File: src/ips_consts.svh
// Register offsets, field positions and reset values for the priority select block.
`ifndef IPS_CONSTS_SVH
`define IPS_CONSTS_SVH

// Register offsets on the byte-wide register port.
`define IPS_OFS_SPI_HI 8'hB6
`define IPS_OFS_PRIO_HI 8'hB7
`define IPS_OFS_PRIO_LO 8'hB8
`define IPS_OFS_EVT_STAT 8'hC0
`define IPS_OFS_EVT_MASK 8'hC1
`define IPS_OFS_IN_SERVICE 8'hC2
`define IPS_OFS_WINNER 8'hC3

// Bit positions inside the two priority select registers.
`define IPS_BIT_EXT0 0
`define IPS_BIT_TIMER0 1
`define IPS_BIT_EXT1 2
`define IPS_BIT_TIMER1 3
`define IPS_BIT_SERIAL0 4
`define IPS_BIT_TIMER2 5
`define IPS_BIT_ADC 6
`define IPS_BIT_RSVD 7

// Position of the serial peripheral high-priority bit in its own register.
`define IPS_BIT_SPI_HI 0

// Writable bits of the priority select registers; bit 7 is reserved.
`define IPS_PRIO_WMASK 8'h7F

// Event status bit positions.
`define IPS_EVT_PREEMPT 0
`define IPS_EVT_RETI_EMPTY 1
`define IPS_EVT_ACK_EMPTY 2
`define IPS_EVT_WMASK 8'h07

// Reset values.
`define IPS_RST_PRIO 8'h00
`define IPS_RST_SPI_HI 1'b0
`define IPS_RST_EVT 8'h00

`endif

File: src/ips_pkg.sv
// Types shared by the interrupt priority select block.
package ips_pkg;

	// Two-bit priority level: high select bit above low select bit.
	typedef logic [1:0] ips_level_t;

	// Source numbers; lower number wins among requests at the same level.
	typedef enum logic [2:0] {
		IPS_SRC_EXT0 = 3'h0,
		IPS_SRC_TIMER0 = 3'h1,
		IPS_SRC_EXT1 = 3'h2,
		IPS_SRC_TIMER1 = 3'h3,
		IPS_SRC_SERIAL0 = 3'h4,
		IPS_SRC_TIMER2 = 3'h5,
		IPS_SRC_ADC = 3'h6,
		IPS_SRC_SPI = 3'h7
	} ips_src_t;

endpackage : ips_pkg

File: src/ips_top.sv
// Interrupt priority select registers with level arbitration and nesting control.
`timescale 1ns/1ps
`include "ips_consts.svh"

module ips_top (
	// Clock and reset.
	input wire logic CORE_CLK,
	input wire logic SYS_RST,
	// Register port.
	input wire logic [7:0] REG_ADDR,
	input wire logic [7:0] REG_WDATA,
	input wire logic REG_WR,
	input wire logic REG_RD,
	output logic [7:0] REG_RDATA,
	// Interrupt sources, indexed by source number.
	input wire logic [7:0] SRC_REQ,
	// Core handshake.
	input wire logic IRQ_ACK,
	input wire logic IRQ_RETI,
	output logic ARB_VALID,
	output logic [2:0] ARB_SRC,
	output logic [1:0] ARB_LEVEL,
	// Per-source levels, two bits per source.
	output logic [15:0] SRC_LEVELS,
	// Event interrupt.
	output logic IRQ_OUT
);

	// Priority select state.
	logic [7:0] prio_hi_r;
	logic [7:0] prio_lo_r;
	logic spi_hi_r;

	// Field views, named after the bits they hold.
	logic adc_level_hi;
	logic timer2_level_hi;
	logic serial0_level_hi;
	logic serial0_level_hi_alias;
	logic timer1_level_hi;
	logic ext1_level_hi;
	logic timer0_level_hi;
	logic ext0_level_hi;
	logic adc_level_lo;
	logic timer2_level_lo;
	logic serial0_level_lo;
	logic timer1_level_lo;
	logic ext1_level_lo;
	logic timer0_level_lo;
	logic ext0_level_lo;
	logic serial_periph_level_hi;

	// Arbitration.
	logic [7:0] src_hi;
	logic [7:0] src_lo;
	ips_pkg::ips_level_t src_level [8];
	logic win_valid;
	logic [2:0] win_src;
	ips_pkg::ips_level_t win_level;
	logic arb_valid_r;
	logic [2:0] arb_src_r;
	ips_pkg::ips_level_t arb_level_r;

	// Nesting: one in-service bit per level.
	logic [3:0] in_service_r;
	logic [3:0] in_service_nxt;
	logic [2:0] svc_top;
	logic svc_active;
	ips_pkg::ips_level_t svc_level;

	// Events and interrupt.
	logic [7:0] evt_stat_r;
	logic [7:0] evt_mask_r;
	logic [7:0] evt_set;
	logic [7:0] evt_clr;

	// Register port decode.
	logic wr_prio_hi;
	logic wr_prio_lo;
	logic wr_spi_hi;
	logic wr_evt_stat;
	logic wr_evt_mask;
	logic [7:0] rdata_nxt;
	logic [7:0] rdata_r;

	// The level of one source: the high select bit outranks the low one.
	// Kept as a function so the winner search and the published levels agree.
	function automatic ips_pkg::ips_level_t level_of(input logic hi, input logic lo);
		level_of = {hi, lo};
	endfunction : level_of

	// Highest level whose in-service bit is set; valid flag in the top bit.
	// Scanning upwards leaves the highest set bit in the result.
	function automatic logic [2:0] top_level(input logic [3:0] svc);
		logic [2:0] res;
		res = 3'h0;
		for (int i = 0; i < 4; i++) begin
			if (svc[i]) begin
				res = {1'b1, i[1:0]};
			end
		end
		top_level = res;
	endfunction : top_level

	// Field views of the select registers.
	assign adc_level_hi = prio_hi_r[`IPS_BIT_ADC];
	assign timer2_level_hi = prio_hi_r[`IPS_BIT_TIMER2];
	assign serial0_level_hi = prio_hi_r[`IPS_BIT_SERIAL0];
	// A second name for the serial port 0 high bit; both views read the same flop.
	assign serial0_level_hi_alias = serial0_level_hi;
	assign timer1_level_hi = prio_hi_r[`IPS_BIT_TIMER1];
	assign ext1_level_hi = prio_hi_r[`IPS_BIT_EXT1];
	assign timer0_level_hi = prio_hi_r[`IPS_BIT_TIMER0];
	assign ext0_level_hi = prio_hi_r[`IPS_BIT_EXT0];
	assign adc_level_lo = prio_lo_r[`IPS_BIT_ADC];
	assign timer2_level_lo = prio_lo_r[`IPS_BIT_TIMER2];
	assign serial0_level_lo = prio_lo_r[`IPS_BIT_SERIAL0];
	assign timer1_level_lo = prio_lo_r[`IPS_BIT_TIMER1];
	assign ext1_level_lo = prio_lo_r[`IPS_BIT_EXT1];
	assign timer0_level_lo = prio_lo_r[`IPS_BIT_TIMER0];
	assign ext0_level_lo = prio_lo_r[`IPS_BIT_EXT0];
	assign serial_periph_level_hi = spi_hi_r;

	// Register write decode.
	// One register is written per strobe, so an else-if chain is enough.
	always_comb begin
		wr_prio_hi = 1'b0;
		wr_prio_lo = 1'b0;
		wr_spi_hi = 1'b0;
		wr_evt_stat = 1'b0;
		wr_evt_mask = 1'b0;
		if (REG_WR && REG_ADDR == `IPS_OFS_PRIO_HI) begin
			wr_prio_hi = 1'b1;
		end else if (REG_WR && REG_ADDR == `IPS_OFS_PRIO_LO) begin
			wr_prio_lo = 1'b1;
		end else if (REG_WR && REG_ADDR == `IPS_OFS_SPI_HI) begin
			wr_spi_hi = 1'b1;
		end else if (REG_WR && REG_ADDR == `IPS_OFS_EVT_STAT) begin
			wr_evt_stat = 1'b1;
		end else if (REG_WR && REG_ADDR == `IPS_OFS_EVT_MASK) begin
			wr_evt_mask = 1'b1;
		end
	end

	// High select register; the reserved top bit never stores a one.
	always_ff @(posedge CORE_CLK) begin
		if (SYS_RST) begin
			prio_hi_r <= `IPS_RST_PRIO;
		end else if (wr_prio_hi) begin
			prio_hi_r <= REG_WDATA & `IPS_PRIO_WMASK;
		end
	end

	// Low select register.
	always_ff @(posedge CORE_CLK) begin
		if (SYS_RST) begin
			prio_lo_r <= `IPS_RST_PRIO;
		end else if (wr_prio_lo) begin
			prio_lo_r <= REG_WDATA & `IPS_PRIO_WMASK;
		end
	end

	// Serial peripheral high bit; the other bits of its register belong elsewhere.
	// Only bit 0 is stored here; writes to the other bits of that offset are dropped.
	always_ff @(posedge CORE_CLK) begin
		if (SYS_RST) begin
			spi_hi_r <= `IPS_RST_SPI_HI;
		end else if (wr_spi_hi) begin
			spi_hi_r <= REG_WDATA[`IPS_BIT_SPI_HI];
		end
	end

	// Per-source select bits gathered by source number.
	always_comb begin
		src_hi = 8'h00;
		src_lo = 8'h00;
		src_hi[ips_pkg::IPS_SRC_ADC] = adc_level_hi;
		src_hi[ips_pkg::IPS_SRC_TIMER2] = timer2_level_hi;
		src_hi[ips_pkg::IPS_SRC_SERIAL0] = serial0_level_hi_alias;
		src_hi[ips_pkg::IPS_SRC_TIMER1] = timer1_level_hi;
		src_hi[ips_pkg::IPS_SRC_EXT1] = ext1_level_hi;
		src_hi[ips_pkg::IPS_SRC_TIMER0] = timer0_level_hi;
		src_hi[ips_pkg::IPS_SRC_EXT0] = ext0_level_hi;
		src_hi[ips_pkg::IPS_SRC_SPI] = serial_periph_level_hi;
		src_lo[ips_pkg::IPS_SRC_ADC] = adc_level_lo;
		src_lo[ips_pkg::IPS_SRC_TIMER2] = timer2_level_lo;
		src_lo[ips_pkg::IPS_SRC_SERIAL0] = serial0_level_lo;
		src_lo[ips_pkg::IPS_SRC_TIMER1] = timer1_level_lo;
		src_lo[ips_pkg::IPS_SRC_EXT1] = ext1_level_lo;
		src_lo[ips_pkg::IPS_SRC_TIMER0] = timer0_level_lo;
		src_lo[ips_pkg::IPS_SRC_EXT0] = ext0_level_lo;
		// The serial peripheral has no low select bit here, so it sits at level 0 or 2.
		src_lo[ips_pkg::IPS_SRC_SPI] = 1'b0;
	end

	// Levels of all sources.
	always_comb begin
		for (int i = 0; i < 8; i++) begin
			src_level[i] = level_of(src_hi[i], src_lo[i]);
		end
	end

	// Source levels published from flops.
	// They change one cycle after a select write, in step with the arbitration result.
	always_ff @(posedge CORE_CLK) begin
		if (SYS_RST) begin
			SRC_LEVELS <= 16'h0000;
		end else begin
			for (int i = 0; i < 8; i++) begin
				SRC_LEVELS[2 * i +: 2] <= src_level[i];
			end
		end
	end

	// Highest level in service bounds what may be granted.
	always_comb begin
		svc_top = top_level(in_service_r);
		svc_active = svc_top[2];
		svc_level = svc_top[1:0];
	end

	// Winner: highest level first, lowest source number within a level.
	// The scan runs downwards so that, on equal levels, the lower source number is kept.
	// Requests are levels; a source that drops its request before acknowledge loses.
	// A request is only eligible above the level already in service, so a
	// handler is never preempted by an equal or lower level.
	always_comb begin
		win_valid = 1'b0;
		win_src = 3'h0;
		win_level = 2'h0;
		for (int i = 7; i >= 0; i--) begin
			if (SRC_REQ[i] && (!svc_active || src_level[i] > svc_level)) begin
				if (!win_valid || src_level[i] >= win_level) begin
					win_valid = 1'b1;
					win_src = i[2:0];
					win_level = src_level[i];
				end
			end
		end
	end

	// Registered arbitration result; refreshed every cycle.
	// A request seen at one edge appears on the arbitration outputs right after it.
	always_ff @(posedge CORE_CLK) begin
		if (SYS_RST) begin
			arb_valid_r <= 1'b0;
			arb_src_r <= 3'h0;
			arb_level_r <= 2'h0;
		end else begin
			arb_valid_r <= win_valid;
			arb_src_r <= win_src;
			arb_level_r <= win_level;
		end
	end

	// Arbitration outputs come straight from their flops.
	assign ARB_VALID = arb_valid_r;
	assign ARB_SRC = arb_src_r;
	assign ARB_LEVEL = arb_level_r;

	// In-service tracking. A return clears the highest level in service; an
	// acknowledge in the same cycle is taken after that clear.
	// A return with nothing in service changes no bit; it only raises an event.
	always_comb begin
		in_service_nxt = in_service_r;
		if (IRQ_RETI && svc_active) begin
			in_service_nxt[svc_level] = 1'b0;
		end
		if (IRQ_ACK && arb_valid_r) begin
			in_service_nxt[arb_level_r] = 1'b1;
		end
	end

	// One flop per level; a set bit is a handler at that level that has not returned.
	always_ff @(posedge CORE_CLK) begin
		if (SYS_RST) begin
			in_service_r <= 4'h0;
		end else begin
			in_service_r <= in_service_nxt;
		end
	end

	// Events: nested grant, return with nothing in service, acknowledge with no winner.
	// A clear is a write of ones to the status offset; zeros leave bits alone.
	always_comb begin
		evt_set = 8'h00;
		evt_set[`IPS_EVT_PREEMPT] = IRQ_ACK && arb_valid_r && svc_active;
		evt_set[`IPS_EVT_RETI_EMPTY] = IRQ_RETI && !svc_active;
		evt_set[`IPS_EVT_ACK_EMPTY] = IRQ_ACK && !arb_valid_r;
		evt_clr = wr_evt_stat ? REG_WDATA : 8'h00;
	end

	// Sticky status; a new event in the clearing cycle survives.
	always_ff @(posedge CORE_CLK) begin
		if (SYS_RST) begin
			evt_stat_r <= `IPS_RST_EVT;
		end else begin
			evt_stat_r <= ((evt_stat_r & ~evt_clr) | evt_set) & `IPS_EVT_WMASK;
		end
	end

	// Event mask; only the defined event bits are stored.
	always_ff @(posedge CORE_CLK) begin
		if (SYS_RST) begin
			evt_mask_r <= `IPS_RST_EVT;
		end else if (wr_evt_mask) begin
			evt_mask_r <= REG_WDATA & `IPS_EVT_WMASK;
		end
	end

	// The output follows the next status value, so it rises with its status bit.
	// The current mask is used, so a mask write takes effect one cycle later.
	always_ff @(posedge CORE_CLK) begin
		if (SYS_RST) begin
			IRQ_OUT <= 1'b0;
		end else begin
			IRQ_OUT <= |(((evt_stat_r & ~evt_clr) | evt_set) & evt_mask_r);
		end
	end

	// Read decode; unmapped addresses read zero.
	// Reserved select bits are masked again, so they read zero whatever the flops hold.
	always_comb begin
		rdata_nxt = 8'h00;
		if (REG_ADDR == `IPS_OFS_PRIO_HI) begin
			rdata_nxt = prio_hi_r & `IPS_PRIO_WMASK;
		end else if (REG_ADDR == `IPS_OFS_PRIO_LO) begin
			rdata_nxt = prio_lo_r & `IPS_PRIO_WMASK;
		end else if (REG_ADDR == `IPS_OFS_SPI_HI) begin
			rdata_nxt = {7'h00, spi_hi_r};
		end else if (REG_ADDR == `IPS_OFS_EVT_STAT) begin
			rdata_nxt = evt_stat_r;
		end else if (REG_ADDR == `IPS_OFS_EVT_MASK) begin
			rdata_nxt = evt_mask_r;
		end else if (REG_ADDR == `IPS_OFS_IN_SERVICE) begin
			rdata_nxt = {4'h0, in_service_r};
		end else if (REG_ADDR == `IPS_OFS_WINNER) begin
			rdata_nxt = {2'h0, arb_valid_r, arb_level_r, arb_src_r};
		end
	end

	// Read data stands only in the cycle after the read strobe.
	// Clearing it outside that slot keeps a stale byte from passing for an answer.
	always_ff @(posedge CORE_CLK) begin
		if (SYS_RST) begin
			rdata_r <= 8'h00;
		end else if (REG_RD) begin
			rdata_r <= rdata_nxt;
		end else begin
			rdata_r <= 8'h00;
		end
	end

	assign REG_RDATA = rdata_r;

endmodule : ips_top

File: config.mk
export PLATFORM = sky130hd
export DESIGN_NAME = ips_top
export DESIGN_NICKNAME = d
export VERILOG_FILES = /design/src/ips_pkg.sv /design/src/ips_top.sv
export VERILOG_INCLUDE_DIRS = /design/src
export SDC_FILE = /design/constraint.sdc
export NUM_CORES = 1
export LEC_CHECK = 0
export ABC_AREA = 1
export BUFFER_PORTS_ARGS = -buffer_cell sky130_fd_sc_hd__buf_4
export CORE_MARGIN = 4
export CORE_UTILIZATION = 44
export CTS_CLUSTER_DIAMETER = 100
export CTS_CLUSTER_SIZE = 30
export DETAILED_ROUTE_END_ITERATION = 8
export GPL_ROUTABILITY_DRIVEN = 1
export PLACE_DENSITY = 0.79
export SYNTH_ARGS = -nofsm -noshare
export SYNTH_HDL_FRONTEND = slang
export SYNTH_SLANG_ARGS = --single-unit
File: constraint.sdc
create_clock -name CORE_CLK -period 8.11 [get_ports CORE_CLK]
set_clock_uncertainty 0.2 [all_clocks]
set_input_delay 1.622 -clock CORE_CLK [delete_from_list [all_inputs] [get_ports CORE_CLK]]
set_output_delay 1.622 -clock CORE_CLK [all_outputs]
set_load 0.02 [all_outputs]
==> reports/qor.txt <==
status -> complete, no violations
Final HPWL DP -> 6790 microns
TritonRoute pass-1 iters -> 4
synthesis-stage register bit count -> 54
async set-or-reset flop fraction in the synthesized netlist -> 0
first-pass GRT wire length -> 13900 microns
Worst setup SP type -> primary input
reg2reg path depth -> 57
Crit path largest cell delay -> 0.30 ns
r2r endpoint -> ARB_SRC[1]
Die Width -> 91.6 microns
post-route ant nets -> 0
r2r startpoint -> in_service_r[1]
Starting Density -> 0.453
Residual DRC -> 0
Setup TNS -> 0 ns
endpoints failing setup -> 0
Detailed Route WL -> 8980 microns
worst hold path class -> reg -> reg
kind of critical path -> in -> reg
Max VDD drop -> 0.0000630 V
P&R area growth vs syn -> 30.6%
I/O pin count -> 61
Core ar. -> 6790 sq um
Max Cap Viol -> 0
initial antenna violation count -> 0
Total GRT Usage -> 0.207
Placed Cells -> 588
Pwr per Cell Area -> 145 nW/um^2
share of layout cells above drive strength 1 -> 0.324
top_reg_cell synth -> dfxtp_1
fillers -> 627
vias in the first global route -> 2911
fin cells -> 599
max-slew violation total from the final report -> 0
top post-synthesis cells by area -> dfxtp_1, nand2_1, inv_1
fin nets -> 548
Clk pin slew, worst setup/hold paths -> 0.10 ns
Die Footprint -> 8400 sq um
worst hold endpoint -> evt_mask_r[2]
Clk Latency, worst-skew pair -> 0.32 ns
Worst EP required -> 8.15 ns
leak pwr -> 1.82 nW
Slew HR -> 0.432
Sink Count -> 54
Post-Syn Area per Cell -> 7.36 sq um
Final min period -> 7.82 ns
post-DR vias/cell -> 5.36
CP Capture Type -> flop
Mapped Area -> 3080 sq um
Iter 0 DRT Violations -> 159
H-Tree Depth -> 2
routability congestion estimate -> 0.929
CTS Root Cell -> clkbuf_8
number of cell rows -> 30
measured slew at the worst slew-check pin -> 0.844 ns
fin crit share -> 0.965
Final Hold Viols -> 0
Final Cell Area -> 4020 sq um
Distinct cells, synth -> 47
port bufs -> 57
aggregate global routing overflow -> 0
number of diodes -> 0
sequential fraction of the synthesis area -> 0.351
Max Freq -> 0.128 GHz
CP max stage cell -> ha_1
flop-to-flop setup slack -> 0.41 ns
CP Data Arrival Time -> 7.87 ns
largest net degree at the start of global routing -> 35
Post-Syn Instances -> 418
HP Start -> evt_mask_r[2]
DP Area -> 3770 sq um
number of flops mapped to enable cells by yosys -> 0
via count -> 3211
Hold Path Cell Cnt -> 2
Yosys top cell area share -> 0.351
wire per inst -> 15.0 microns
Yosys warnings -> 0
CTS tree -> built
CTS buffer count -> 5
Worst Path Max Fanout -> 5
Chip Height -> 91.6 microns
leading area contributor after synthesis -> dfxtp_1
clock buffer depth -> 2
Hold-fix buffers, CTS -> 0
==> area by class of cell <==
cell class	instances	area (sq um)	share of cell area
repair buffers	87	653	0.163
clock buffers	7	96.3	0.0240
clock inverters	1	8.76	0.00218
multi-input cells	290	1820	0.452
flip-flops and latches	54	1080	0.269
inverters	64	243	0.0604
well taps	96	120	0.0299
==> logic make-up after synthesis <==
group | count (synthesis) | share of synthesized area
buf+inv | 75 | 0.0976
fa+ha+maj | 16 | 0.0650
other cells | 1 | 0.00122
compound gates | 87 | 0.174
flops | 54 | 0.351
simple gates | 185 | 0.311
==> flip-flops by register name, summed over array words and instances, names as in the netlist <==
register / count
SRC_LEVELS: 15
evt_stat_r: 3
evt_mask_r: 3
REG_RDATA: 7
in_service_r: 4
serial_periph_level_hi: 1
ARB_VALID: 1
prio_hi_r: 7
IRQ_OUT: 1
ARB_SRC: 3
ARB_LEVEL: 2
prio_lo_r: 7
==> through the flow <==
step / hold slack [ns] / setup WS, ns / total power [mW] / utilization
6_report: 0.302 / 0.285 / 0.585 / 0.592
2_1_floorplan: 0.246 / 0.205 / 0.352 / -
4_1_cts: 0.296 / 0.0187 / 0.573 / 0.573
5_1_grt: 0.312 / -0.0682 / 0.609 / 0.592
3_3_place_gp: 0.275 / -0.0990 / 0.402 / 0.555
3_5_place_dp: 0.282 / -0.388 / 0.407 / 0.555
==> worst max-delay path by stage <==
| stage | start | end | slack (ns) | cells past startpoint |
|---|---|---|---|---|
| finish | SRC_REQ[7] | ARB_SRC[1] | 0.29 | 57 |
| global route | SRC_REQ[7] | ARB_SRC[1] | -0.07 | 57 |
| CTS | SRC_REQ[7] | ARB_SRC[1] | 0.02 | 58 |
| detailed placement | SRC_REQ[7] | ARB_SRC[1] | -0.39 | 53 |
| global placement | SRC_REQ[7] | ARB_SRC[1] | -0.1 | 52 |
| floorplan | SRC_REQ[7] | ARB_LEVEL[1] | 0.21 | 55 |
==> per-layer routing <==
metal | share of wire | GRT usage
met4 | 0.032 | 0.0854
met1 | 0.42 | 0.263
met3 | 0.063 | 0.0312
met5 | 0 | 0
met2 | 0.48 | 0.348
==> placed cells by master (no fill, tap or decap), types with 2 or more instances in the layout <==
cell type / netlist / final
a211oi_1: 9 / 9
a21oi_1: 24 / 23
a21oi_4: 2 / 2
a221oi_1: 4 / 4
a31oi_1: 6 / 4
a31oi_2: 0 / 2
buf_4: 2 / 87
clkbuf_8: 0 / 7
conb_1: 1 / 2
dfxtp_1: 54 / 54
ha_1: 16 / 12
ha_4: 0 / 4
inv_1: 56 / 51
inv_2: 6 / 11
nand2_1: 80 / 72
nand2_2: 11 / 18
nand2_4: 5 / 6
nand3_1: 27 / 25
nand3_2: 4 / 6
nand4_1: 5 / 5
nor2_1: 33 / 33
nor2_4: 2 / 2
nor3_1: 4 / 4
o21ai_0: 28 / 25
o21ai_1: 2 / 2
o21ai_2: 0 / 3
o221ai_1: 2 / 2
o22ai_1: 4 / 4
o31ai_1: 2 / 2
or2_2: 2 / 2
==> critical path: cells and delay by family <==
kind / cells / cell delay [ns]
AO/OA/AOI/OAI: 8 / 1.04
adder cells (fa/ha/maj): 7 / 1.78
buffers and inverters: 11 / 0.75
AND/OR/NAND/NOR: 31 / 2.65
==> power by group <==
group	total, mW	leakage [nW]	switching (mW)	internal, mW
sequential	0.275	0.437	0.00484	0.270
combinational	0.142	1.33	0.0780	0.0635
clock	0.168	0.0544	0.0900	0.0784
total	0.585	1.82	0.173	0.412
==> synth_stat cells (2+ instances only) <==
cell type,number
a31oi_1,6
nand4_1,5
nor3_1,4
inv_2,6
nor2_1,33
or2_2,2
inv_1,56
nand3_2,4
clkbuf_1,6
o21ai_0,28
nand2_2,11
a211oi_1,9
o221ai_1,2
dfxtp_1,54
ha_1,16
buf_2,2
o31ai_1,2
nor2_4,2
a21oi_1,24
nand2_1,80
o22ai_1,4
nand3_1,27
nand2_4,5
a21oi_4,2
o21ai_1,2
a221oi_1,4
buf_4,2
==> repair_timing <==
item | CTS | global route
pin swaps | 0 | 20
setup buffers | 0 | 3
endpoints found under the setup margin | 5 | 5
endpoints found under the hold margin | 0 | 0
gates resized for setup | 3 | 28
Power figures use the tool's default switching activity.
